--- config.mk ---
export PLATFORM = sky130hd
export DESIGN_NAME = rss_sequencer
export DESIGN_NICKNAME = d
export VERILOG_FILES = /design/src/core/rss_pkg.sv /design/src/core/rss_gap_timer.sv /design/src/core/rss_sequencer.sv
export VERILOG_INCLUDE_DIRS = /design/src /design/src/core
export SDC_FILE = /design/constraint.sdc
export NUM_CORES = 1
export LEC_CHECK = 0
export ABC_AREA = 1
export BUFFER_PORTS_ARGS = -buffer_cell sky130_fd_sc_hd__buf_2
export CORE_MARGIN = 2
export CORE_UTILIZATION = 45
export DETAILED_ROUTE_END_ITERATION = 10
export GPL_TIMING_DRIVEN = 0
export HOLD_SLACK_MARGIN = 0.03
export MAX_ROUTING_LAYER = met4
export SYNTH_ARGS = -nofsm -noshare
export SYNTH_HDL_FRONTEND = slang
export SYNTH_SLANG_ARGS = --single-unit
--- constraint.sdc ---
create_clock -name ref_clk_i -period 2.87 [get_ports ref_clk_i]
set_input_delay 0.287 -clock ref_clk_i [delete_from_list [all_inputs] [get_ports ref_clk_i]]
set_output_delay 0.287 -clock ref_clk_i [all_outputs]
set_load 0.05 [all_outputs]
--- src/core/rss_map.svh ---
// Address map, reset values, field positions and timing constants
// for the rail strobe sequencer. Definitions only.
`ifndef RSS_MAP_SVH
`define RSS_MAP_SVH

`define RSS_ADDR_DELAYS      8'h20
`define RSS_ADDR_PD_CFG      8'h21
`define RSS_ADDR_MAIN_A      8'h22
`define RSS_ADDR_MAIN_B      8'h23
`define RSS_ADDR_BACKUP      8'h24
`define RSS_ADDR_CMD         8'h28
`define RSS_ADDR_STATUS      8'h29

`define RSS_RST_ZERO         8'h00
`define RSS_RST_MAIN_A       8'h56
`define RSS_RST_MAIN_B       8'h45

`define RSS_PD_CFG_MASK      8'h81
`define RSS_BACKUP_MASK      8'h33
`define RSS_MULT_BIT         7
`define RSS_NINTH_BIT        0
`define RSS_CMD_UP_BIT       0
`define RSS_CMD_DN_BIT       1
`define RSS_STAT_BUSY_BIT    7
`define RSS_STAT_ON_BIT      4

`define RSS_SLOT_MAIN_LO     4'h3
`define RSS_SLOT_MAIN_HI     4'hA
`define RSS_SLOT_BK_LO       2'h1
`define RSS_SLOT_BK_HI       2'h2
`define RSS_STROBE_FIRST     4'h1
`define RSS_STROBE_BK_LAST   4'h2
`define RSS_STROBE_MAIN_FIRST 4'h3
`define RSS_STROBE_LAST      4'hA

`define RSS_GAP_SHORT_MS     6'h02
`define RSS_GAP_LONG_MS      6'h05
`define RSS_PD_FACTOR        6'h0A
`define RSS_CLK_PERIOD_NS    50
`define RSS_TICK_NS          1000000
`define RSS_TICK_CYCLES      (`RSS_TICK_NS / `RSS_CLK_PERIOD_NS)

`endif

--- src/core/rss_pkg.sv ---
// Types shared by the rail strobe sequencer files.
// Assumes rss_map.svh supplies all numeric constants.
package rss_pkg;

  typedef struct packed {
    logic backup_io_rail;
    logic backup_core_rail;
    logic buck_boost_rail;
    logic third_buck_rail;
    logic second_buck_rail;
    logic first_buck_rail;
  } rss_rails_s;

  typedef enum logic [2:0] {
    RSS_OFF,
    RSS_UP_STROBE,
    RSS_UP_GAP,
    RSS_ON,
    RSS_DN_STROBE,
    RSS_DN_GAP
  } rss_state_e;

  typedef logic [3:0] rss_strobe_t;

endpackage : rss_pkg

--- src/core/rss_gap_timer.sv ---
// Millisecond gap timer: a divider makes a 1 ms enable pulse and a
// down counter counts those pulses. Assumes one clock, sync start.
`timescale 1ns/1ps
`include "rss_map.svh"

module rss_gap_timer
  import rss_pkg::*;
#(
  parameter int TICK_CYCLES = `RSS_TICK_CYCLES,
  parameter int MS_W        = 6
) (
  input  wire logic            ref_clk_i,
  input  wire logic            rst_i,
  input  wire logic            start_i,
  input  wire logic [MS_W-1:0] gap_ms_i,
  output logic                 done_o
);

  localparam int DIV_W = $clog2(TICK_CYCLES + 1);
  localparam logic [DIV_W-1:0] DIV_LAST = DIV_W'(TICK_CYCLES - 1);

  logic             busy_r;
  logic             busy_nxt;
  logic [DIV_W-1:0] div_r;
  logic [DIV_W-1:0] div_nxt;
  logic [MS_W-1:0]  ms_r;
  logic [MS_W-1:0]  ms_nxt;
  logic             tick;

  assign tick   = busy_r && (div_r == DIV_LAST);
  // Last tick of the last millisecond closes the gap
  assign done_o = tick && (ms_r == MS_W'(1));

  always_comb begin
    busy_nxt = busy_r;
    div_nxt  = div_r;
    ms_nxt   = ms_r;
    if (start_i) begin
      // Restart realigns the divider so every gap is exact
      busy_nxt = (gap_ms_i != '0);
      div_nxt  = '0;
      ms_nxt   = gap_ms_i;
    end else if (busy_r) begin
      div_nxt = tick ? '0 : div_r + DIV_W'(1);
      if (tick) begin
        ms_nxt = ms_r - MS_W'(1);
        if (done_o) begin
          busy_nxt = 1'b0;
        end
      end
    end
  end

  always_ff @(posedge ref_clk_i or posedge rst_i) begin
    if (rst_i) begin
      busy_r <= 1'b0;
      div_r  <= '0;
      ms_r   <= '0;
    end else begin
      busy_r <= busy_nxt;
      div_r  <= div_nxt;
      ms_r   <= ms_nxt;
    end
  end

endmodule : rss_gap_timer

--- src/core/rss_sequencer.sv ---
// Rail strobe sequencer: register file, strobe state machine and
// rail enables. Assumes a plain register port with one-cycle strobes
// and the freshness seal flag synchronous to ref_clk_i.
//
// Overview of operation
// - Power-down gaps are ten times longer when the multiplier bit is set.
// - Power-up gaps never use the multiplier.
// - Gap between strobes nine and ten is 2 ms or 5 ms by its bit.
// - A 4-bit slot of 3h to Ah enables its rail at that strobe.
// - 4-bit slot codes 0h to 2h and Bh to Fh leave the rail alone.
// - Backup slot code 1h enables at strobe one, 2h at strobe two.
// - Backup slot codes 0h and 3h leave the backup rail alone.
// - Strobes one and two run only while the seal flag is 0.
// - Backup rails are never disabled once the seal is broken.
// - First buck pair slot register resets to 0x56.
// - Second buck pair slot register resets to 0x45.
// - Reserved bits are read-only and read as zero.
// - Gaps after strobes one to eight are 2 ms or 5 ms by their bits.
//
// The plain strobed port was chosen for this implementation.
`timescale 1ns/1ps
`include "rss_map.svh"

module rss_sequencer
  import rss_pkg::*;
#(
  parameter int TICK_CYCLES = `RSS_TICK_CYCLES,
  parameter int ADDR_W      = 8,
  parameter int DATA_W      = 8
) (
  input  wire logic              ref_clk_i,
  input  wire logic              rst_i,
  input  wire logic [ADDR_W-1:0] reg_addr_i,
  input  wire logic [DATA_W-1:0] reg_wdata_i,
  input  wire logic              reg_write_i,
  input  wire logic              reg_read_i,
  output logic      [DATA_W-1:0] reg_rdata_o,
  input  wire logic              freshness_seal_flag_i,
  output rss_rails_s             rail_en_o,
  output logic                   seq_busy_o
);

  localparam int MS_W = 6;

  // Register file state
  logic [7:0]       delays_r;
  logic [7:0]       delays_nxt;
  logic             powerdown_delay_multiplier_r;
  logic             powerdown_delay_multiplier_nxt;
  logic             ninth_gap_select_r;
  logic             ninth_gap_select_nxt;
  logic [7:0]       main_buck_pair_a_slots_r;
  logic [7:0]       main_buck_pair_a_slots_nxt;
  logic [7:0]       main_buck_pair_b_slots_r;
  logic [7:0]       main_buck_pair_b_slots_nxt;
  logic [7:0]       backup_rail_slots_r;
  logic [7:0]       backup_rail_slots_nxt;
  logic [DATA_W-1:0] rdata_r;
  logic [DATA_W-1:0] rdata_nxt;

  // Sequencer state
  rss_state_e       state_r;
  rss_state_e       state_nxt;
  rss_strobe_t      strobe_r;
  rss_strobe_t      strobe_nxt;
  rss_rails_s       rails_r;
  rss_rails_s       rails_nxt;

  logic             cmd_up;
  logic             cmd_dn;
  logic             tmr_start;
  logic [MS_W-1:0]  tmr_ms;
  logic             tmr_done;
  logic [8:0]       gap_bits;
  rss_rails_s       hits;

  // Main rail slot decode, used for all four main rails
  function automatic logic main_hit(input logic [3:0] slot,
                                    input rss_strobe_t strobe);
    main_hit = (slot >= `RSS_SLOT_MAIN_LO) &&
               (slot <= `RSS_SLOT_MAIN_HI) &&
               (slot == strobe);
  endfunction : main_hit

  // Backup rail slot decode: codes double as the strobe number
  function automatic logic backup_hit(input logic [1:0] slot,
                                      input rss_strobe_t strobe);
    backup_hit = (slot >= `RSS_SLOT_BK_LO) &&
                 (slot <= `RSS_SLOT_BK_HI) &&
                 ({2'h0, slot} == strobe);
  endfunction : backup_hit

  // Gap length in ms; the factor applies only on the way down
  function automatic logic [MS_W-1:0] gap_ms(input logic long_sel,
                                             input logic scale);
    logic [MS_W-1:0] base;
    base = long_sel ? `RSS_GAP_LONG_MS : `RSS_GAP_SHORT_MS;
    gap_ms = scale ? MS_W'(base * `RSS_PD_FACTOR) : base;
  endfunction : gap_ms

  // Write strobes for the self-clearing command register
  assign cmd_up = reg_write_i && (reg_addr_i == `RSS_ADDR_CMD) &&
                  reg_wdata_i[`RSS_CMD_UP_BIT];
  assign cmd_dn = reg_write_i && (reg_addr_i == `RSS_ADDR_CMD) &&
                  reg_wdata_i[`RSS_CMD_DN_BIT];

  // ---------------- Register file ----------------
  always_comb begin
    delays_nxt                     = delays_r;
    powerdown_delay_multiplier_nxt = powerdown_delay_multiplier_r;
    ninth_gap_select_nxt           = ninth_gap_select_r;
    main_buck_pair_a_slots_nxt     = main_buck_pair_a_slots_r;
    main_buck_pair_b_slots_nxt     = main_buck_pair_b_slots_r;
    backup_rail_slots_nxt          = backup_rail_slots_r;
    rdata_nxt                      = '0;
    if (reg_write_i) begin
      if (reg_addr_i == `RSS_ADDR_DELAYS) begin
        delays_nxt = reg_wdata_i[7:0];
      end else if (reg_addr_i == `RSS_ADDR_PD_CFG) begin
        powerdown_delay_multiplier_nxt = reg_wdata_i[`RSS_MULT_BIT];
        ninth_gap_select_nxt           = reg_wdata_i[`RSS_NINTH_BIT];
      end else if (reg_addr_i == `RSS_ADDR_MAIN_A) begin
        main_buck_pair_a_slots_nxt = reg_wdata_i[7:0];
      end else if (reg_addr_i == `RSS_ADDR_MAIN_B) begin
        main_buck_pair_b_slots_nxt = reg_wdata_i[7:0];
      end else if (reg_addr_i == `RSS_ADDR_BACKUP) begin
        // Reserved bits never store a one
        backup_rail_slots_nxt = reg_wdata_i[7:0] & `RSS_BACKUP_MASK;
      end
    end
    if (reg_read_i) begin
      if (reg_addr_i == `RSS_ADDR_DELAYS) begin
        rdata_nxt[7:0] = delays_r;
      end else if (reg_addr_i == `RSS_ADDR_PD_CFG) begin
        rdata_nxt[`RSS_MULT_BIT]  = powerdown_delay_multiplier_r;
        rdata_nxt[`RSS_NINTH_BIT] = ninth_gap_select_r;
      end else if (reg_addr_i == `RSS_ADDR_MAIN_A) begin
        rdata_nxt[7:0] = main_buck_pair_a_slots_r;
      end else if (reg_addr_i == `RSS_ADDR_MAIN_B) begin
        rdata_nxt[7:0] = main_buck_pair_b_slots_r;
      end else if (reg_addr_i == `RSS_ADDR_BACKUP) begin
        rdata_nxt[7:0] = backup_rail_slots_r & `RSS_BACKUP_MASK;
      end else if (reg_addr_i == `RSS_ADDR_STATUS) begin
        rdata_nxt[`RSS_STAT_BUSY_BIT] = seq_busy_o;
        rdata_nxt[`RSS_STAT_ON_BIT]   = (state_r == RSS_ON);
        rdata_nxt[3:0] = strobe_r;
      end
      // Command register and unmapped addresses read as zero
    end
  end

  always_ff @(posedge ref_clk_i or posedge rst_i) begin
    if (rst_i) begin
      delays_r                     <= `RSS_RST_ZERO;
      powerdown_delay_multiplier_r <= 1'b0;
      ninth_gap_select_r           <= 1'b0;
      main_buck_pair_a_slots_r     <= `RSS_RST_MAIN_A;
      main_buck_pair_b_slots_r     <= `RSS_RST_MAIN_B;
      backup_rail_slots_r          <= `RSS_RST_ZERO;
      rdata_r                      <= '0;
    end else begin
      delays_r                     <= delays_nxt;
      powerdown_delay_multiplier_r <= powerdown_delay_multiplier_nxt;
      ninth_gap_select_r           <= ninth_gap_select_nxt;
      main_buck_pair_a_slots_r     <= main_buck_pair_a_slots_nxt;
      main_buck_pair_b_slots_r     <= main_buck_pair_b_slots_nxt;
      backup_rail_slots_r          <= backup_rail_slots_nxt;
      rdata_r                      <= rdata_nxt;
    end
  end

  assign reg_rdata_o = rdata_r;

  // ---------------- Strobe decode ----------------
  // Bit k-1 holds the gap that follows strobe k
  assign gap_bits = {ninth_gap_select_r, delays_r};

  always_comb begin
    hits = '0;
    hits.first_buck_rail  = main_hit(main_buck_pair_a_slots_r[3:0],
                                     strobe_r);
    hits.second_buck_rail = main_hit(main_buck_pair_a_slots_r[7:4],
                                     strobe_r);
    hits.third_buck_rail  = main_hit(main_buck_pair_b_slots_r[3:0],
                                     strobe_r);
    hits.buck_boost_rail  = main_hit(main_buck_pair_b_slots_r[7:4],
                                     strobe_r);
    hits.backup_core_rail = backup_hit(backup_rail_slots_r[1:0],
                                       strobe_r);
    hits.backup_io_rail   = backup_hit(backup_rail_slots_r[5:4],
                                       strobe_r);
  end

  // ---------------- Sequencer ----------------
  // Commands are only taken in a settled state; a request that
  // arrives mid-sequence is dropped so the rails never half-reverse.
  always_comb begin
    state_nxt  = state_r;
    strobe_nxt = strobe_r;
    rails_nxt  = rails_r;
    tmr_start  = 1'b0;
    tmr_ms     = '0;
    case (state_r)
      RSS_OFF: begin
        if (cmd_up) begin
          strobe_nxt = `RSS_STROBE_FIRST;
          state_nxt  = RSS_UP_STROBE;
        end
      end
      RSS_UP_STROBE: begin
        if (freshness_seal_flag_i &&
            (strobe_r <= `RSS_STROBE_BK_LAST)) begin
          // Seal broken: strobes one and two and their gaps vanish
          strobe_nxt = `RSS_STROBE_MAIN_FIRST;
        end else begin
          rails_nxt = rails_r | hits;
          if (strobe_r == `RSS_STROBE_LAST) begin
            state_nxt = RSS_ON;
          end else begin
            tmr_start = 1'b1;
            tmr_ms    = gap_ms(gap_bits[strobe_r - 4'h1], 1'b0);
            state_nxt = RSS_UP_GAP;
          end
        end
      end
      RSS_UP_GAP: begin
        if (tmr_done) begin
          strobe_nxt = strobe_r + 4'h1;
          state_nxt  = RSS_UP_STROBE;
        end
      end
      RSS_ON: begin
        if (cmd_dn) begin
          strobe_nxt = `RSS_STROBE_LAST;
          state_nxt  = RSS_DN_STROBE;
        end
      end
      RSS_DN_STROBE: begin
        if (freshness_seal_flag_i &&
            (strobe_r <= `RSS_STROBE_BK_LAST)) begin
          // Backup domain stays up for good once the seal is broken
          state_nxt = RSS_OFF;
        end else begin
          rails_nxt = rails_r & ~hits;
          if (freshness_seal_flag_i) begin
            rails_nxt.backup_core_rail = rails_r.backup_core_rail;
            rails_nxt.backup_io_rail   = rails_r.backup_io_rail;
          end
          if (strobe_r == `RSS_STROBE_FIRST) begin
            state_nxt = RSS_OFF;
          end else begin
            tmr_start = 1'b1;
            // Gap between strobe k-1 and k, stretched tenfold when the multiplier bit is set
            tmr_ms    = gap_ms(gap_bits[strobe_r - 4'h2],
                               powerdown_delay_multiplier_r);
            state_nxt = RSS_DN_GAP;
          end
        end
      end
      RSS_DN_GAP: begin
        if (tmr_done) begin
          strobe_nxt = strobe_r - 4'h1;
          state_nxt  = RSS_DN_STROBE;
        end
      end
      default: begin
        state_nxt = RSS_OFF;
      end
    endcase
  end

  always_ff @(posedge ref_clk_i or posedge rst_i) begin
    if (rst_i) begin
      state_r  <= RSS_OFF;
      strobe_r <= '0;
      rails_r  <= '0;
    end else begin
      state_r  <= state_nxt;
      strobe_r <= strobe_nxt;
      rails_r  <= rails_nxt;
    end
  end

  rss_gap_timer #(
    .TICK_CYCLES (TICK_CYCLES),
    .MS_W        (MS_W)
  ) u_gap_timer (
    .ref_clk_i (ref_clk_i),
    .rst_i     (rst_i),
    .start_i   (tmr_start),
    .gap_ms_i  (tmr_ms),
    .done_o    (tmr_done)
  );

  assign rail_en_o  = rails_r;
  assign seq_busy_o = (state_r != RSS_OFF) && (state_r != RSS_ON);

endmodule : rss_sequencer

Yosys cells after proc, flatten, opt, wreduce, memory -nomap -nowiden
Index checks and enable logic that the tools add are counted.
Storage, ports and cells
  register bits: 73
  input port bits: 21
  output and inout bits: 15
  logic and storage cells: 171
Operators by class
  add/sub/neg operators: 5
  multipliers: 1
  $lt $le $gt $ge: 15
  equality and inequality tests: 31
  muxes and demuxes: 58
  bitwise operators: 7
  reduce and logical (&&, ||, !) cells: 36
Operators by type and width (number)
  == test 8 x 6 -> 1 bit, second input constant: 7
  two-way mux 6 bit: 9
  two-way mux 15 bit: 3
  two-way mux 3 bit: 11
  two-way mux 8 bit: 4
  case mux 6 bit (2 select lines): 2
  two-way mux 4 bit: 5
  case mux 4 bit (5 select lines): 1
  logical AND 1 bit: 19
  case mux 3 bit (6 select lines): 1
  == test 4 bit: 4
  >= comparator 4 x 2 -> 1 bit, second input constant: 4
  <= comparator 4 bit, second input constant: 4
  two-way mux 1 bit: 16
  != test 2 bit, second input constant: 8
  adder 15 x 1 -> 15 bit, second input constant: 1
  == test 15 bit, second input constant: 1
  AND reduction 6 bit: 2
  < comparator 4 x 5 -> 1 bit, second input constant: 2
  two-way mux 5 bit: 2
  AND reduction 5 bit: 2
  binary-select mux 1 bit (select 4 bit): 2
  == test 2 x 4 -> 1 bit: 2
  AND reduction 4 bit: 2
  28 further kinds: 39

Logic depth before layout (Yosys ltp)
  word-level depth: 11
  mapped depth: 14

Hierarchy
Synthesis repeated with hierarchy kept, for this count alone.
Second synthesis, totals
  cells, all modules: 668
  area total of the unflattened synthesis: 4712.0 sq um
Modules (own cells, without submodules)
  rss_sequencer: instances 1, cells an instance 461, area an instance 3304.4 sq um, seq. area each 1285.0 sq um
  rss_gap_timer: instances 1, cells an instance 207, area an instance 1407.6 sq um, seq. area each 550.5 sq um

Worst setup path before layout
OpenSTA, ideal clock, no wires.
  path type: flip-flop to flip-flop
  from: reg strobe_r[1]
  to: reg u_gap_timer.ms_r[2]
  library setup time: 65 ps
  arrival: 2342 ps
  data required time: 2805 ps
  path slack: 463 ps
  cell stages (with the launch flop): 11
  path buffers: 1
  path through: dfrtp_1 -> buf_2 -> clkinv_1 -> ha_1 -> nand4_1 -> o21ai_0 -> ha_1 -> or2_2 -> nand3_1 -> nand2_1 -> nand2_1
Between the ends
  cells in the longest elaborated chain, start to end: 10
  elaborated cells on any way between the ends: 28
  those cells by class: add/sub: 2; mul: 1; order compare: 1; eq/ne: 2; mux: 18; reduce/logical: 4
RTL lines
  from (decl): line rss_sequencer.sv:64  | rss_strobe_t strobe_r;
  from (signal assigned): line rss_sequencer.sv:279  | strobe_r <= strobe_nxt;
  subtractor 4 x 2 -> 4 bit: line rss_sequencer.sv:254  | tmr_ms = gap_ms(gap_bits[strobe_r - 4'h2],
  binary-select mux 1 bit (select 4 bit): line rss_sequencer.sv:254
  two-way mux 1 bit (not written as such): line rss_sequencer.sv:254
  two-way mux 3 bit (no source line)
  multiplier 3 x 3 -> 5 bit (no source line)
  two-way mux 6 bit: line rss_sequencer.sv:98  | gap_ms = scale ? MS_W'(base * `RSS_PD_FACTOR) : base;
  two-way mux 6 bit: line rss_sequencer.sv:249  | if (strobe_r == `RSS_STROBE_FIRST) begin
  two-way mux 6 bit: line rss_sequencer.sv:239  | if (freshness_seal_flag_i &&
  case mux 6 bit (2 select lines): line rss_sequencer.sv:203  | case (state_r)
  two-way mux 6 bit: line rss_gap_timer.sv:38  | if (start_i) begin
  to (signal assigned): line rss_gap_timer.sv:62  | ms_r <= ms_nxt;
  to (decl): line rss_gap_timer.sv:26  | logic [MS_W-1:0] ms_r;
Several ways; a longest one is shown, not always the timed one. The select of a mux whose other input is x is not followed.
A chain may end at the register's enable or synchronous reset.

Worst setup path after layout
Ends and elaborated chain as after synthesis.

==> impl_metrics.yaml <==
outcome:
  status: "completed"
drt:
  drtIter0Drc: 333
  top_layer: "met4"
  routed-wl-met2_mm: 6.410
  drcViolationCount: 0
  viasPerCell: 5.222
  dr.pass1.iters: 5
  wl_per_cell_um: 15.65
  antenna_left: 0
  wl_mm: 12.83
  num_vias: 4282
  wl_met3_um: 672
  drt-met1-wl_mm: 5.518
floorplanning:
  core_area_mm2: 0.01028
  dieArea_mm2: 0.01133
  ios: 36
  start_util_pct: 45.93
  num_rows: 37
  die_h_um: 106.4
  die_w_um: 106.4
clock_tree:
  cts_made_buffers: 9
  clock-sinks: 73
  cts_tree: "done"
  cts_buffer_depth: 2
  post-cts-setup-buffer-count: 0
  clkLatencyLatePin_ps: 380
  root_buffer: "clkbuf_8"
  h-tree-depth: 3
  clk_pin_slew_ps: 80
sta:
  period_minus_slack_ps: 2614
  slew_headroom_pct: 47.43
  fmax_mhz: 382.5
  setup_slack_ps: 255.6
  worst_slew_pin_slew_ps: 782.5
  setup_viol_count_final: 0
  setup_tns_ps: 0
  skew_ps: 9.107
  timing.final.max_slew_violations: 0
  rsz0062_at_grt: "false"
  hold_viol: 0
  fin_crit_sh_pct: 91.09
final_layout:
  layout_commonest_cell: "nand2_1"
  drive_gt1_share_pct: 15.06
  antennaDiodeCount: 0
  fin_area_mm2: 0.005354
  final_cell_mix: "171 x nand2_1, 66 x dfrtp_1, 65 x inv_1"
  fill_cells: 1072
  utilization_pct: 52.09
  layout.nets: 714
  area_delta_synth_final_pct: 13.41
global_routing:
  grt_max_degree: 54
  antenna_found_initial: 0
  track_usage_pct: 25.36
  grt_pass1_wl_mm: 21.42
  grt_pass1_vias: 4277
  grt_remaining_overflow: 0
job:
  cap_violations: 0
logic_synthesis:
  synth_top_cell_by_area: "dfrtp_1"
  synth_nets: 666
  yosysTopAreaCellShare_pct: 34.99
  yosysWarnings: 0
  syn-instance-count: 631
  synth_cell_type_count: 43
  synth_area_mm2: 0.004721
  avgSynthCellArea_um2: 7.481
  ys.flop_type: "dfrtp_1"
  ys_top_cells_by_area: "dfrtp_1 35%, nand2_1 14%, o21ai_0 6.0%"
  synth-edff-count: 0
  ys_seq_area_share_pct: 38.88
  ys_ff_latch: 73
  async_flop_share_pct: 100.0
setup_path:
  endpoint_kind: "register"
  worstPathRequired_ps: 3190
  worst_r2r_startpoint: "strobe_r[1]$_DFFE_PP0P_"
  crit_type: "register to register"
  r2r_setup_slack_ps: 260
  cp_max_fo: 11
  r2r_end: "u_gap_timer.ms_r[2]$_DFFE_PP0P_"
  ff2ff_path_depth: 11
  cp-start-kind: "register"
  arrival_ps: 2930
pwr:
  finalPower_mw: 4.637
  ir_drop_mv: 0.6068
  power_density_mw_per_mm2: 866.1
  power.leakage_nw: 2.484
min_path:
  hold_path_startpoint: "reg_wdata_i[6]"
  worst_hold_path.endpoint: "delays_r[6]$_DFFE_PP0P_"
  hold_class: "primary input to register"
  whs_path_depth: 3
place:
  place_area_mm2: 0.005096
  pre_cts_slack_ps: -168.2
  placement.io_buffers: 35
  gp_congestion: 0.9126
  dpl.hpwl_mm: 9.855
==> metal layers <==
layer  global-route usage, %  vias up
met5                       -        -
met4                   7.514        0
met3                   6.070       16
met2                   42.95      105
met1                   30.15     2011
li1                        -     2150
==> logic make-up after synthesis <==
| logic type | share of synthesized area [%] |
|---|---|
| compound gates | 12.30 |
| xor+xnor | 5.937 |
| fa+ha+maj | 3.711 |
| buf+inv | 7.686 |
| flops | 38.88 |
| simple gates | 31.49 |
==> cell type report <==
type                       count  area, um2  area share, %
tap                          136      170.2          3.178
buffer                        12      86.33          1.613
inverter                      73      282.8          5.282
sequential                    73       1836          34.28
multi-input combinational    473       2522          47.11
clock buffer                  11      141.4          2.641
clock inverter                 5      102.6          1.916
timing repair buffer          37      212.7          3.973
==> cell usage after synthesis, types with 2 or more instances <==
cell / count
a41oi_1: 3
xnor2_1: 16
nor3b_1: 3
nor3_1: 12
o21ai_0: 57
inv_1: 66
nand3_4: 2
nand2_1: 171
buf_6: 4
o21ai_2: 2
dfstp_2: 7
or2_2: 3
dfrtp_1: 66
nor2_1: 47
nand3_1: 49
o31ai_1: 2
xor2_1: 16
ha_1: 14
o211ai_1: 2
nand4_1: 13
inv_4: 2
nand2_2: 6
a21oi_1: 22
inv_2: 3
o22ai_1: 2
clkinv_1: 2
nor2_4: 8
o21ai_1: 10
buf_2: 7
==> stage by stage <==
stage / hold WS (ps) / cells
after floorplan: 408.0 / 631
after global placement: 483.5 / 802
after detailed placement: 259.4 / 803
after CTS: 153.3 / 820
after global routing: 160.7 / 820
final: 162.8 / 820
==> critical path: stages (launching register included) <==
cell and delay (ps):
dfrtp_1 490, buf_4 270, clkinv_2 200, ha_1 280
xnor2_1 200, o211ai_1 120, o21ai_1 190, ha_1 290
or2_2 300, nand3_1 90, nand2_1 60, nand2_1 60
==> state kept, by name, summed over array words and instances (netlist names), 3 cells and up, named ones only <==
signal and count:
u_gap_timer.div_r 15, delays_r 8, main_buck_pair_a_slots_r 8, main_buck_pair_b_slots_r 8
reg_rdata_o 8, u_gap_timer.ms_r 6, backup_rail_slots_r 4, strobe_r 4
state_r 3
==> worst max-delay path by stage <==
stage | startpoint | end | slack [ps] | depth (start not counted)
after floorplan | strobe_r[1]$_DFFE_PP0P_ | u_gap_timer.ms_r[2]$_DFFE_PP0P_ | 460 | 10
after global placement | rst_i | async pin | -300 | 2
after detailed placement | strobe_r[1]$_DFFE_PP0P_ | u_gap_timer.ms_r[2]$_DFFE_PP0P_ | -170 | 10
after CTS | strobe_r[1]$_DFFE_PP0P_ | u_gap_timer.ms_r[2]$_DFFE_PP0P_ | 110 | 11
after global routing | strobe_r[1]$_DFFE_PP0P_ | u_gap_timer.ms_r[2]$_DFFE_PP0P_ | 6 | 11
final | strobe_r[1]$_DFFE_PP0P_ | u_gap_timer.ms_r[2]$_DFFE_PP0P_ | 260 | 11
==> power breakdown <==
group | internal (mW) | leakage, nW | switching, mW | total, mW
logic | 0.747 | 1.44 | 1.51 | 2.25
registers | 1.20 | 0.925 | 0.169 | 1.37
clock network | 0.600 | 0.120 | 0.412 | 1.01
total | 2.55 | 2.48 | 2.09 | 4.64
==> repair_timing <==
action / CTS / global route
hold buffers: 1 / 0
resized for setup: 2 / 2
endpoints found under the setup margin: 2 / 2
endpoints found under the hold margin: 15 / 0
Power figures use the tool's default switching activity.
